**src/hw/bjc_defines.svh**
```systemverilog
// Encodings and field positions for branch_jump_control
`ifndef BJC_DEFINES_SVH
`define BJC_DEFINES_SVH
// Primary opcodes
`define OP_SPECIAL 6'h00
`define OP_REGIMM  6'h01
`define OP_J       6'h02
`define OP_JAL     6'h03
`define OP_BEQ     6'h04
`define OP_BNE     6'h05
`define OP_BLEZ    6'h06
`define OP_BGTZ    6'h07
`define OP_ADDI    6'h08
`define OP_ADDIU   6'h09
`define OP_SLTI    6'h0A
`define OP_SLTIU   6'h0B
`define OP_COP     4'h4
`define OP_LDFP    6'h31
`define OP_STFP    6'h39
// Function codes
`define FN_GOTO    6'h08
`define FN_CALLR   6'h09
`define FN_ADD     6'h20
`define FN_ADDU    6'h21
`define FN_SUB     6'h22
`define FN_SUBU    6'h23
`define FN_SLT     6'h2A
`define FN_SLTU    6'h2B
// Register-immediate selectors
`define RI_LT      5'h00
`define RI_GE      5'h01
`define RI_LTL     5'h10
`define RI_GEL     5'h11
// Coprocessor sub-operations
`define CO_MF      5'h00
`define CO_CF      5'h02
`define CO_MT      5'h04
`define CO_CT      5'h06
`define CO_BC      5'h08
// Indices and field positions
`define RA_IDX     5'h1F
`define SC_STATUS  4'hC
`define FPC_ID     5'h00
`define FPC_CSR    5'h1F
`define ST_MASK_LO 8
`define ST_MASK_HI 15
`define ST_FPU     29
`define PC_STEP    32'h0000_0004
`define LINK_STEP  32'h0000_0008
// Register bus map
`define A_CTRL     8'h00
`define A_STATE    8'h04
`define A_TRAPS    8'h08
`define CTRL_RST   4'hD
`define STATUS_RST 32'h0000_0000
`endif

```
**src/hw/bjc_pkg.sv**
```systemverilog
// Shared types for branch_jump_control
package bjc_pkg;
    // One general-register write-back
    typedef struct packed {
        logic        en;
        logic [4:0]  idx;
        logic [31:0] data;
    } wb_t;
    // Fetch steering after each instruction
    typedef struct packed {
        logic        slot;
        logic [31:0] pc;
    } fetch_t;
    // Exception report
    typedef struct packed {
        logic overflow;
        logic unusable;
        logic hazard;
    } exc_t;
endpackage : bjc_pkg

```
**src/hw/branch_jump_control.sv**
```systemverilog
// Branch, jump and coprocessor-transfer control
// Notes on behaviour
// - Absolute jump keeps upper four PC bits
// - Register jump goes to full register address
// - Calls write call address plus eight
// - Instruction after branch always executes
// - Branches PC-relative, signed 16-bit offset
// - No flags; branches test general registers
// - Trapping add/sub trap on signed overflow
// - Four true/false condition branch pairs
// - Condition one is floating compare flag
// - Condition branch needs its coprocessor enabled
// - Compare-and-set writes one or zero
// - Moves to control, fp control, fp data
// - Move result unusable by next instruction
// - Status mask change lands two instructions later
// - Fp usable bit has same delay
// - At least twelve system-control registers
// - Sixteen 64-bit fp registers as 32 words
// - Two fp control registers via control moves
//
// The register addresses and the plain strobed port are this design's own decisions.
`timescale 1ns/1ps
`include "bjc_defines.svh"

module branch_jump_control
    import bjc_pkg::*;
#(
    parameter int          SC_REGS   = 16,
    parameter int          ST_DELAY  = 2,
    // Arbitrary identity value for the fp id register
    parameter logic [31:0] FP_ID_VAL = 32'h0000_0A5A
)(
    input  wire logic        i_clk,
    input  wire logic        i_arst_n,
    input  wire logic        i_issue,
    input  wire logic [31:0] i_instr,
    input  wire logic [31:0] i_pc,
    input  wire logic [31:0] i_rs_val,
    input  wire logic [31:0] i_rt_val,
    input  wire logic [31:0] i_mem_rdata,
    input  wire logic [3:0]  i_cop_cond,
    input  wire logic        i_fp_cmp_valid,
    input  wire logic        i_fp_cmp_true,
    input  wire logic [7:0]  i_addr,
    input  wire logic [31:0] i_wdata,
    input  wire logic        i_wr,
    input  wire logic        i_rd,
    output logic [31:0]      o_rdata,
    output fetch_t           o_fetch,
    output wb_t              o_wb,
    output exc_t             o_exc,
    output logic [31:0]      o_store_data,
    output logic [7:0]       o_int_mask,
    output logic             o_fp_usable
);

    // Parameter check
    if (SC_REGS < 12 || SC_REGS > 32 || ST_DELAY < 1)
    begin : g_bad
        $error("bad parameters");
    end

    ////////////////////////////////////////////////////////////////////
    // Instruction fields

    wire logic [5:0]  op    = i_instr[31:26];   // Primary opcode
    wire logic [4:0]  rs_f  = i_instr[25:21];   // Source / sub-op
    wire logic [4:0]  rt_f  = i_instr[20:16];   // Second source
    wire logic [4:0]  rd_f  = i_instr[15:11];   // Destination
    wire logic [5:0]  fn    = i_instr[5:0];     // Function code
    wire logic [1:0]  cop_n = i_instr[27:26];   // Coprocessor number
    wire logic [31:0] simm  = {{16{i_instr[15]}}, i_instr[15:0]};

    ////////////////////////////////////////////////////////////////////
    // State

    logic [3:0]  ctrl;                  // Bus-set coprocessor enables
    logic [15:0] traps;                 // Trap counter
    logic [31:0] sc_reg [SC_REGS];      // System-control registers
    logic [31:0] fp_reg [32];           // Fp data words
    logic [31:0] fpc_csr;               // Fp control/status
    logic        fp_flag;               // Latest fp compare result
    logic        pend;                  // Taken target waits for slot
    logic [31:0] pend_pc;               // That target
    logic        prev_gv;               // Previous move wrote a gpr
    logic [4:0]  prev_gi;               // Its gpr index
    logic        prev_cv;               // Previous move wrote cop reg
    logic [6:0]  prev_ci;               // {cop, index} of that write
    logic [8:0]  st_pipe [ST_DELAY];    // Delayed {fpu, mask}

    ////////////////////////////////////////////////////////////////////
    // Decode

    wire logic is_spec  = op == `OP_SPECIAL;
    wire logic is_j     = op == `OP_J;
    wire logic is_jal   = op == `OP_JAL;
    wire logic is_goto  = is_spec && fn == `FN_GOTO;
    wire logic is_callr = is_spec && fn == `FN_CALLR;
    wire logic is_ri    = op == `OP_REGIMM;
    wire logic is_cop   = op[5:2] == `OP_COP;
    wire logic is_bc    = is_cop && rs_f == `CO_BC;
    wire logic is_ldfp  = op == `OP_LDFP;
    wire logic is_stfp  = op == `OP_STFP;
    wire logic cop_mf   = is_cop && rs_f == `CO_MF;
    wire logic cop_cf   = is_cop && rs_f == `CO_CF;
    wire logic cop_mt   = is_cop && rs_f == `CO_MT;
    wire logic cop_ct   = is_cop && rs_f == `CO_CT;

    // Coprocessor enables: fp follows delayed status
    wire logic [3:0] cop_use =
        {ctrl[3], ctrl[2], o_fp_usable, ctrl[0]};
    wire logic [1:0] mem_cop = 2'h1;
    wire logic unusable =
        ((is_cop) && !cop_use[cop_n]) ||
        ((is_ldfp || is_stfp) && !cop_use[mem_cop]);

    ////////////////////////////////////////////////////////////////////
    // Targets and conditions

    wire logic [31:0] slot_pc = i_pc + `PC_STEP;
    wire logic [31:0] link_pc = i_pc + `LINK_STEP;
    // Offset in instructions from the slot
    wire logic [31:0] br_tgt =
        slot_pc + {simm[29:0], 2'b00};
    wire logic [31:0] j_tgt =
        {i_pc[31:28], i_instr[25:0], 2'b00};

    // Register tests only, no flags
    wire logic eq   = (i_rs_val == i_rt_val) ||
                      (rs_f == 5'h00 && rt_f == 5'h00);
    wire logic neg  = i_rs_val[31];
    wire logic zero = i_rs_val == 32'h0000_0000;

    // Condition one is the fp compare flag
    wire logic [3:0] cond =
        {i_cop_cond[3:2], fp_flag, i_cop_cond[0]};
    wire logic bc_hit = cond[cop_n] == rt_f[0];

    // Branch decision
    logic br_take;
    always_comb
    begin
        case (op)
            `OP_BEQ:    br_take = eq;
            `OP_BNE:    br_take = !eq;
            `OP_BLEZ:   br_take = neg || zero;
            `OP_BGTZ:   br_take = !neg && !zero;
            `OP_REGIMM: br_take = rt_f[0] ? !neg : neg;
            default:    br_take = is_bc && !unusable &&
                                  bc_hit;
        endcase
    end

    wire logic ri_link = is_ri && (rt_f == `RI_LTL || rt_f == `RI_GEL);
    wire logic ri_ok   = is_ri && (rt_f == `RI_LT || rt_f == `RI_GE ||
                                   ri_link);
    wire logic is_br   = op == `OP_BEQ || op == `OP_BNE ||
                         op == `OP_BLEZ || op == `OP_BGTZ || ri_ok;
    wire logic take    = is_j || is_jal || is_goto || is_callr ||
                         ((is_br || is_bc) && br_take);
    // Full register address for far jumps
    wire logic [31:0] take_pc =
        (is_goto || is_callr) ? i_rs_val :
        (is_j || is_jal)      ? j_tgt : br_tgt;

    ////////////////////////////////////////////////////////////////////
    // Arithmetic and compare-and-set

    wire logic use_imm = op == `OP_ADDI || op == `OP_ADDIU;
    wire logic is_sub  = is_spec &&
                         (fn == `FN_SUB || fn == `FN_SUBU);
    wire logic [31:0] b_op   = use_imm ? simm : i_rt_val;
    wire logic [31:0] b_eff  = is_sub ? ~b_op : b_op;
    wire logic [31:0] sum    = i_rs_val + b_eff +
                               {31'h0000_0000, is_sub};
    wire logic is_addsub = use_imm || (is_spec &&
        (fn == `FN_ADD || fn == `FN_ADDU || is_sub));
    wire logic trapping  = op == `OP_ADDI || (is_spec &&
        (fn == `FN_ADD || fn == `FN_SUB));
    // Carry into the sign bit differs from carry out
    wire logic ovf = trapping &&
        (i_rs_val[31] == b_eff[31]) &&
        (sum[31] != i_rs_val[31]);

    wire logic is_slt  = (is_spec && fn == `FN_SLT) ||
                         op == `OP_SLTI;
    wire logic is_sltu = (is_spec && fn == `FN_SLTU) ||
                         op == `OP_SLTIU;
    wire logic [31:0] cmp_b = (is_spec) ? i_rt_val : simm;
    wire logic lt_s = $signed(i_rs_val) < $signed(cmp_b);
    wire logic lt_u = i_rs_val < cmp_b;
    wire logic set_bit = is_slt ? lt_s : lt_u;

    ////////////////////////////////////////////////////////////////////
    // Coprocessor reads

    wire logic [4:0] sc_i = rd_f;
    wire logic [31:0] sc_rd =
        (32'(sc_i) < SC_REGS) ? sc_reg[sc_i[$clog2(SC_REGS)-1:0]]
                             : 32'h0000_0000;
    // Only id and csr exist
    wire logic [31:0] fpc_rd =
        (rd_f == `FPC_ID)  ? FP_ID_VAL :
        (rd_f == `FPC_CSR) ? fpc_csr : 32'h0000_0000;
    wire logic [31:0] cop_rd =
        (cop_n == 2'h0) ? sc_rd :
        (cop_n == mem_cop) ? (cop_cf ? fpc_rd : fp_reg[rd_f])
                           : 32'h0000_0000;

    ////////////////////////////////////////////////////////////////////
    // Write-back selection

    wire logic gpr_mv = (cop_mf || cop_cf) && !unusable;
    wb_t next_wb;
    always_comb
    begin
        next_wb = '0;
        if (is_jal || (ri_link))
        begin
            next_wb = '{1'b1, `RA_IDX, link_pc};
        end
        else if (is_callr)
        begin
            next_wb = '{1'b1, rd_f, link_pc};
        end
        else if (is_slt || is_sltu)
        begin
            // Three operands, result to rd or rt
            next_wb = '{1'b1, is_spec ? rd_f : rt_f,
                        {31'h0000_0000, set_bit}};
        end
        else if (is_addsub && !ovf)
        begin
            next_wb = '{1'b1, is_spec ? rd_f : rt_f, sum};
        end
        else if (gpr_mv)
        begin
            next_wb = '{1'b1, rt_f, cop_rd};
        end
    end

    ////////////////////////////////////////////////////////////////////
    // Move hazard: result unusable next instruction

    wire logic rd_hit = prev_gv && prev_gi != 5'h00 &&
                        (rs_f == prev_gi || rt_f == prev_gi);
    wire logic cop_rd_now = gpr_mv || is_stfp;
    wire logic [4:0] cop_src = is_stfp ? rt_f : rd_f;
    wire logic cr_hit = prev_cv && cop_rd_now &&
        prev_ci == {cop_n, cop_src} && !is_stfp ||
        prev_cv && is_stfp && prev_ci == {mem_cop, rt_f};
    wire logic hazard = rd_hit || cr_hit;

    // Cop register written now
    wire logic cop_wr = (cop_mt || cop_ct || is_ldfp) && !unusable;
    wire logic [6:0] cop_wi =
        is_ldfp ? {mem_cop, rt_f} : {cop_n, rd_f};
    wire logic sc_wr = cop_mt && cop_n == 2'h0 && !unusable;
    wire logic st_wr = sc_wr && rd_f == {1'b0, `SC_STATUS};

    ////////////////////////////////////////////////////////////////////
    // Fetch steering: the slot runs before the target

    always_ff @(posedge i_clk or negedge i_arst_n)
    begin
        if (!i_arst_n)
        begin
            pend    <= 1'b0;
            pend_pc <= 32'h0000_0000;
            o_fetch <= '0;
        end
        else if (i_issue)
        begin
            // Slot consumes the waiting target
            o_fetch <= pend ? '{1'b1, pend_pc}
                            : '{1'b0, slot_pc};
            pend    <= take && !pend;
            pend_pc <= take_pc;
        end
    end

    ////////////////////////////////////////////////////////////////////
    // Results and exceptions

    always_ff @(posedge i_clk or negedge i_arst_n)
    begin
        if (!i_arst_n)
        begin
            o_wb  <= '0;
            o_exc <= '0;
            traps <= 16'h0000;
        end
        else
        begin
            o_wb  <= i_issue ? next_wb : '0;
            o_exc <= i_issue ? '{ovf, unusable, hazard} : '0;
            if (i_issue && (ovf || unusable))
            begin
                traps <= traps + 16'h0001;
            end
        end
    end

    ////////////////////////////////////////////////////////////////////
    // Move tracking

    always_ff @(posedge i_clk or negedge i_arst_n)
    begin
        if (!i_arst_n)
        begin
            prev_gv <= 1'b0;
            prev_gi <= 5'h00;
            prev_cv <= 1'b0;
            prev_ci <= 7'h00;
        end
        else if (i_issue)
        begin
            prev_gv <= gpr_mv;
            prev_gi <= rt_f;
            prev_cv <= cop_wr;
            prev_ci <= cop_wi;
        end
    end

    ////////////////////////////////////////////////////////////////////
    // Floating-point state

    // Even/odd word pairs form the sixteen doubles
    always_ff @(posedge i_clk)
    begin
        if (i_issue && !unusable && (cop_n == mem_cop) && cop_mt)
        begin
            fp_reg[rd_f] <= i_rt_val;
        end
        else if (i_issue && is_ldfp && !unusable)
        begin
            fp_reg[rt_f] <= i_mem_rdata;
        end
    end

    always_ff @(posedge i_clk or negedge i_arst_n)
    begin
        if (!i_arst_n)
        begin
            fpc_csr      <= 32'h0000_0000;
            fp_flag      <= 1'b0;
            o_store_data <= 32'h0000_0000;
        end
        else
        begin
            if (i_issue && cop_ct && cop_n == mem_cop &&
                !unusable && rd_f == `FPC_CSR)
            begin
                fpc_csr <= i_rt_val;
            end
            if (i_fp_cmp_valid)
            begin
                fp_flag <= i_fp_cmp_true;
            end
            if (i_issue && is_stfp && !unusable)
            begin
                o_store_data <= fp_reg[rt_f];
            end
        end
    end

    ////////////////////////////////////////////////////////////////////
    // System-control registers

    genvar g;
    generate
        for (g = 0; g < SC_REGS; g++)
        begin : g_sc
            always_ff @(posedge i_clk or negedge i_arst_n)
            begin
                if (!i_arst_n)
                begin
                    sc_reg[g] <= `STATUS_RST;
                end
                else if (i_issue && sc_wr && 32'(rd_f) == g)
                begin
                    sc_reg[g] <= i_rt_val;
                end
            end
        end
    endgenerate

    ////////////////////////////////////////////////////////////////////
    // Delayed status, one step per issue; stage zero holds the newest

    wire logic [31:0] st_new = i_rt_val;
    generate
        for (g = 0; g < ST_DELAY; g++)
        begin : g_st
            always_ff @(posedge i_clk or negedge i_arst_n)
            begin
                if (!i_arst_n)
                begin
                    st_pipe[g] <= 9'h000;
                end
                else if (i_issue)
                begin
                    if (g == 0)
                    begin
                        st_pipe[g] <= st_wr
                            ? {st_new[`ST_FPU],
                               st_new[`ST_MASK_HI:`ST_MASK_LO]}
                            : st_pipe[0];
                    end
                    else
                    begin
                        st_pipe[g] <= st_pipe[g-1];
                    end
                end
            end
        end
    endgenerate

    // Effect lands ST_DELAY issues after the write
    always_ff @(posedge i_clk or negedge i_arst_n)
    begin
        if (!i_arst_n)
        begin
            o_int_mask  <= 8'h00;
            o_fp_usable <= 1'b0;
        end
        else if (i_issue)
        begin
            o_int_mask  <= st_pipe[ST_DELAY-1][7:0];
            o_fp_usable <= st_pipe[ST_DELAY-1][8];
        end
    end

    ////////////////////////////////////////////////////////////////////
    // Register port

    wire logic [31:0] state_word =
        {21'h000000, pend, fp_flag, o_fp_usable, o_int_mask};
    wire logic [31:0] bus_rd =
        (i_addr == `A_CTRL)  ? {28'h0000000, ctrl} :
        (i_addr == `A_STATE) ? state_word :
        (i_addr == `A_TRAPS) ? {16'h0000, traps} : 32'h0000_0000;

    always_ff @(posedge i_clk or negedge i_arst_n)
    begin
        if (!i_arst_n)
        begin
            ctrl    <= `CTRL_RST;
            o_rdata <= 32'h0000_0000;
        end
        else
        begin
            if (i_wr && i_addr == `A_CTRL)
            begin
                ctrl <= i_wdata[3:0];
            end
            // Data only the cycle after
            o_rdata <= i_rd ? bus_rd : 32'h0000_0000;
        end
    end

endmodule : branch_jump_control

```
**config.mk**
```make
export PLATFORM = sky130hd
export DESIGN_NAME = branch_jump_control
export DESIGN_NICKNAME = d
export VERILOG_FILES = /design/src/hw/bjc_pkg.sv /design/src/hw/branch_jump_control.sv
export VERILOG_INCLUDE_DIRS = /design/src /design/src/hw
export SDC_FILE = /design/constraint.sdc
export NUM_CORES = 2
export LEC_CHECK = 0
export BUFFER_PORTS_ARGS = -buffer_cell sky130_fd_sc_hd__buf_4
export CAP_MARGIN = 40
export CORE_MARGIN = 2
export CORE_UTILIZATION = 35
export DETAILED_ROUTE_END_ITERATION = 8
export GPL_ROUTABILITY_DRIVEN = 0
export SETUP_SLACK_MARGIN = 0.1
export SLEW_MARGIN = 40
export SYNTH_ARGS = -nofsm -noshare
export SYNTH_HDL_FRONTEND = slang
export SYNTH_SLANG_ARGS = --single-unit
```
**constraint.sdc**
```tcl
create_clock -name i_clk -period 6 [get_ports i_clk]
set_input_delay 1.8 -clock i_clk [delete_from_list [all_inputs] [get_ports i_clk]]
set_output_delay 1.8 -clock i_clk [all_outputs]
set_load 0.05 [all_outputs]
```
==> PnR_summary.wiki <==
{| class="wikitable"
! Metric !! Value
|-
| Die height || 506.6 µm
|-
| CP required || 6720 ps
|-
| Worst R2R End || fp_reg[10][20]
|-
| Fraction of the yosys area taken by sequential cells || 56.33%
|-
| Non-filler cells, final || 9,490
|-
| Ports placed on the boundary || 358
|-
| Overall power consumption || 27.47 mW
|-
| Later-pin clock latency in the skew report || 820 ps
|-
| Category of the most critical setup path || in2reg
|-
| Reg-to-Reg Start || o_fp_usable
|-
| Clock buffer count from CTS || 181
|-
| Worst-Margin Slew || 889.5 ps
|-
| Count of port buffers added during placement || 312
|-
| Setup slack of the most critical reg-to-reg path || 2320 ps
|-
| Iteration count of the initial detailed-routing pass || 8
|-
| Fraction of final layout cells sized beyond drive strength 1 || 39.10%
|-
| Area growth syn-to-layout || 16.72%
|-
| Standard cell with the maximum stage delay on the critical path || sky130_fd_sc_hd__or4_4
|-
| Register bit total from synthesis || 1,785
|-
| Post-route minimum period || 5439 ps
|-
| Flip-flop count of the largest register, all copies and words added || 1,024
|-
| Cells resized by post-CTS repair || 0
|-
| Leakage power figure || 39.69 nW
|-
| Class of the most critical hold timing path || reg2reg
|-
| Post-Synthesis Mean Instance Area || 15.93 µm²
|-
| Final Hold Violating Endpoints || 0
|-
| Dpl cells || 9,153
|-
| Max stage delay on crit path || 570 ps
|-
| Clk sink count || 1,785
|-
| Maximum VDD drop || 0.0002912 V
|-
| Final setup fails || 0
|-
| Leading register cell type out of synthesis || sky130_fd_sc_hd__edfxtp_1
|-
| Maximum Capacitance Violations || 0
|-
| Post-synthesis instance area || 0.08841 mm²
|-
| Max Buffers Root-to-Sink || 3
|-
| Worst setup EP type || register
|-
| Post-route clock period utilization || 90.65%
|-
| Number of global-route vias before repair || 56,984
|-
| Power Density || 266.2 mW/mm²
|-
| Number of enable-type register cells in the synthesized netlist || 1,024
|-
| Vias after detailed routing || 56,189
|-
| Die X-Extent || 506.6 µm
|-
| Worst path cell trace || buf_4, or4_4, or4_1, buf_4, nor2_1, a21oi_1, fa_1, nor2b_1, o31a_1, o211ai_1, o21ai_0, a21oi_1, or3_1, a211oi_1, o21ai_0, a41o_1
|-
| Number of library cell types mapped by synthesis || 93
|-
| First-iteration detailed-routing DRC count || 6,469
|-
| Pins Over Slew Limit || 0
|-
| Fin util || 41.08%
|-
| WL final || 296,000 µm
|-
| Clock transition at the register clock pins on the worst setup and hold paths after CTS || 60 ps
|-
| CTS tree || done
|-
| Count of synthesis-stage warnings from yosys || 0
|-
| Slew headroom || 40.50%
|-
| Initial core utilization || 35.20%
|-
| Number of nets at the end of the flow || 6,298
|-
| Cts-stage hold buffer count || 0
|-
| Post-route worst setup slack || 560.9 ps
|-
| Area enclosed by the die boundary || 0.2566 mm²
|-
| Post-DRT Antenna Nets || 0
|-
| Critical Path Start Type || primary input
|-
| Final setup skew || 32.79 ps
|-
| Hold Crit Start || traps[15]
|-
| Count of standard-cell rows || 184
|-
| Max Fanout on Critical Path || 12
|-
| Via count normalized by instance count || 5.921
|-
| CP arrival || 6160 ps
|-
| Cell depth of the worst hold path || 1
|-
| Setup repair after global routing missed its margin || false
|-
| Kind of cell with the highest combined delay on the critical path || simple AND/OR/NAND/NOR gates
|-
| Detailed-route DRC error count || 0
|-
| WL per Instance || 31.19 µm
|-
| Depth of the worst register-to-register path || 9
|-
| Total gr overflow || 0
|-
| Pin count of the biggest net entering global routing || 117
|-
| Setup Buffers After CTS || 0
|-
| End point of the most critical hold path || traps[15]
|-
| Post-synth ARST share || 42.63%
|-
| Estimated wirelength of the detail-placed design || 192,200 µm
|-
| Total global-route track usage || 22.82%
|-
| CTS H-Tree Depth || 4
|-
| Crit path buffers/inverters || 2
|-
| Area inside the core boundary || 0.2512 mm²
|-
| Root buf cell || sky130_fd_sc_hd__clkbuf_16
|-
| FMAX || 183.9 MHz
|-
| First-pass GRT wire length || 422,400 µm
|-
| Antenna violations before repair || 23
|-
| Result of the run || finished, final reports clean
|-
| Placement-stage worst setup slack || -224.2 ps
|-
| Post-synthesis cell count || 5,550
|}
-- worst max-delay path by stage --
| stage | start | depth (start not counted) | slack [ps] | end |
|---|---|---|---|---|
| after detailed placement | i_instr[29] | 16 | -220 | o_wb[30] |
| after global routing | i_instr[26] | 19 | 320 | o_wb[30] |
| after floorplan | i_instr[29] | 15 | 60 | traps[1] |
| after CTS | i_instr[29] | 16 | 660 | o_wb[30] |
| after global placement | i_instr[26] | 19 | -250 | o_wb[30] |
| final | i_instr[29] | 16 | 560 | o_wb[30] |
-- power breakdown --
group          total (mW)  leakage [nW]  switching (mW)  internal, mW
combinational        3.09          17.3            1.90          1.19
sequential           13.2          19.6          0.0991          13.1
clock                11.1          2.79            4.97          6.18
-- worst register-to-register path, stage by stage, from the launching register on --
cell,delay (ps)
sky130_fd_sc_hd__dfrtp_1,470
sky130_fd_sc_hd__mux4_2,610
sky130_fd_sc_hd__nor3_1,170
sky130_fd_sc_hd__o21ai_1,190
sky130_fd_sc_hd__nand4_1,220
sky130_fd_sc_hd__buf_12,260
sky130_fd_sc_hd__mux2i_1,450
sky130_fd_sc_hd__nand2_1,330
sky130_fd_sc_hd__nor2_4,220
sky130_fd_sc_hd__buf_4,390
-- metrics by stage --
step | area [µm²] | hold slack (ps) | setup TNS (ps)
3_3_place_gp | 97390 | 449.9 | -2716
4_1_cts | 103200 | 467.5 | 0
3_5_place_dp | 97420 | 457.9 | -4577
2_1_floorplan | 88480 | 433.6 | 0
6_report | 103200 | 465.7 | 0
5_1_grt | 103200 | 480.0 | 0
-- layer usage --
layer	wire [µm]	part of all wire [%]	global-route usage [%]	up-vias
met5	86	0.029	0	-
met4	10910	3.7	7.960	12
met3	28100	9.5	5.311	548
met2	138300	47	36.09	2762
met1	118600	40	30.88	30048
li1	-	-	-	22819
-- synth_stat cells, types with 8 or more instances --
library cell / n / area share [%]
sky130_fd_sc_hd__a211o_1: 26 / 0.26
sky130_fd_sc_hd__a211oi_1: 26 / 0.22
sky130_fd_sc_hd__a21o_1: 43 / 0.37
sky130_fd_sc_hd__a21oi_1: 175 / 0.99
sky130_fd_sc_hd__a221oi_1: 33 / 0.33
sky130_fd_sc_hd__a22o_1: 8 / 0.079
sky130_fd_sc_hd__a22oi_1: 9 / 0.076
sky130_fd_sc_hd__a31oi_1: 25 / 0.18
sky130_fd_sc_hd__and2_1: 15 / 0.11
sky130_fd_sc_hd__and3_1: 28 / 0.20
sky130_fd_sc_hd__buf_1: 66 / 0.28
sky130_fd_sc_hd__buf_2: 86 / 0.49
sky130_fd_sc_hd__buf_4: 18 / 0.15
sky130_fd_sc_hd__clkbuf_1: 284 / 1.2
sky130_fd_sc_hd__dfrtp_1: 758 / 21
sky130_fd_sc_hd__edfxtp_1: 1024 / 35
sky130_fd_sc_hd__ha_1: 97 / 1.4
sky130_fd_sc_hd__inv_1: 64 / 0.27
sky130_fd_sc_hd__mux2_2: 557 / 7.1
sky130_fd_sc_hd__mux2i_1: 103 / 1.2
sky130_fd_sc_hd__mux4_2: 802 / 20
sky130_fd_sc_hd__nand2_1: 409 / 1.7
sky130_fd_sc_hd__nand2b_1: 28 / 0.20
sky130_fd_sc_hd__nand3_1: 51 / 0.29
sky130_fd_sc_hd__nand4_1: 37 / 0.26
sky130_fd_sc_hd__nor2_1: 160 / 0.68
sky130_fd_sc_hd__nor2b_1: 9 / 0.064
sky130_fd_sc_hd__nor3_1: 33 / 0.19
sky130_fd_sc_hd__nor4_1: 24 / 0.17
sky130_fd_sc_hd__o211ai_1: 36 / 0.31
sky130_fd_sc_hd__o21a_1: 15 / 0.13
sky130_fd_sc_hd__o21ai_0: 132 / 0.75
sky130_fd_sc_hd__o21bai_1: 12 / 0.10
sky130_fd_sc_hd__o221ai_1: 8 / 0.079
sky130_fd_sc_hd__o22ai_1: 8 / 0.057
sky130_fd_sc_hd__or3_1: 12 / 0.085
sky130_fd_sc_hd__xnor2_1: 112 / 1.1
sky130_fd_sc_hd__xor2_1: 89 / 0.88
-- logic make-up after synthesis --
kind of cell	after synthesis	share of synthesized area (%)
AO/OA/AOI/OAI	621	4.600
XOR/XNOR	202	2.017
multiplexers	1463	28.70
flip-flops	1785	56.33
adder cells (fa/ha/maj)	99	1.418
buffers and inverters	524	2.465
AND/OR/NAND/NOR	855	4.464
other	1	0.004242
-- placed cells by master (no fill, tap or decap), types with 12 or more instances in the layout --
cell,netlist,layout
sky130_fd_sc_hd__a211o_1,26,26
sky130_fd_sc_hd__a211oi_1,26,26
sky130_fd_sc_hd__a21o_1,43,43
sky130_fd_sc_hd__a21oi_1,175,175
sky130_fd_sc_hd__a221oi_1,33,33
sky130_fd_sc_hd__a31oi_1,25,25
sky130_fd_sc_hd__and2_1,15,15
sky130_fd_sc_hd__and3_1,28,27
sky130_fd_sc_hd__buf_12,0,80
sky130_fd_sc_hd__buf_4,18,608
sky130_fd_sc_hd__clkbuf_1,284,51
sky130_fd_sc_hd__clkbuf_16,0,184
sky130_fd_sc_hd__clkbuf_8,0,14
sky130_fd_sc_hd__clkinv_1,1,32
sky130_fd_sc_hd__clkinv_2,0,27
sky130_fd_sc_hd__conb_1,1,16
sky130_fd_sc_hd__dfrtp_1,758,757
sky130_fd_sc_hd__edfxtp_1,1024,1024
sky130_fd_sc_hd__ha_1,97,97
sky130_fd_sc_hd__inv_1,64,63
sky130_fd_sc_hd__mux2_2,557,557
sky130_fd_sc_hd__mux2i_1,103,103
sky130_fd_sc_hd__mux4_2,802,802
sky130_fd_sc_hd__nand2_1,409,404
sky130_fd_sc_hd__nand2b_1,28,28
sky130_fd_sc_hd__nand3_1,51,48
sky130_fd_sc_hd__nand4_1,37,37
sky130_fd_sc_hd__nor2_1,160,113
sky130_fd_sc_hd__nor2_4,0,46
sky130_fd_sc_hd__nor3_1,33,31
sky130_fd_sc_hd__nor4_1,24,24
sky130_fd_sc_hd__o211ai_1,36,36
sky130_fd_sc_hd__o21a_1,15,15
sky130_fd_sc_hd__o21ai_0,132,132
sky130_fd_sc_hd__o21bai_1,12,12
sky130_fd_sc_hd__or3_1,12,12
sky130_fd_sc_hd__xnor2_1,112,112
sky130_fd_sc_hd__xor2_1,89,89
-- final cells by class --
class                   count  area, µm²
fillers                 22518     148000
flip-flops and latches   1785      49800
multi-input cells        3256      36870
repair buffers            699       6329
clock buffers             249       4989
well taps                3348       4189
clock inverters            84      757.0
inverters                  65      244.0
diodes                      4      10.01
Power figures use the tool's default switching activity.
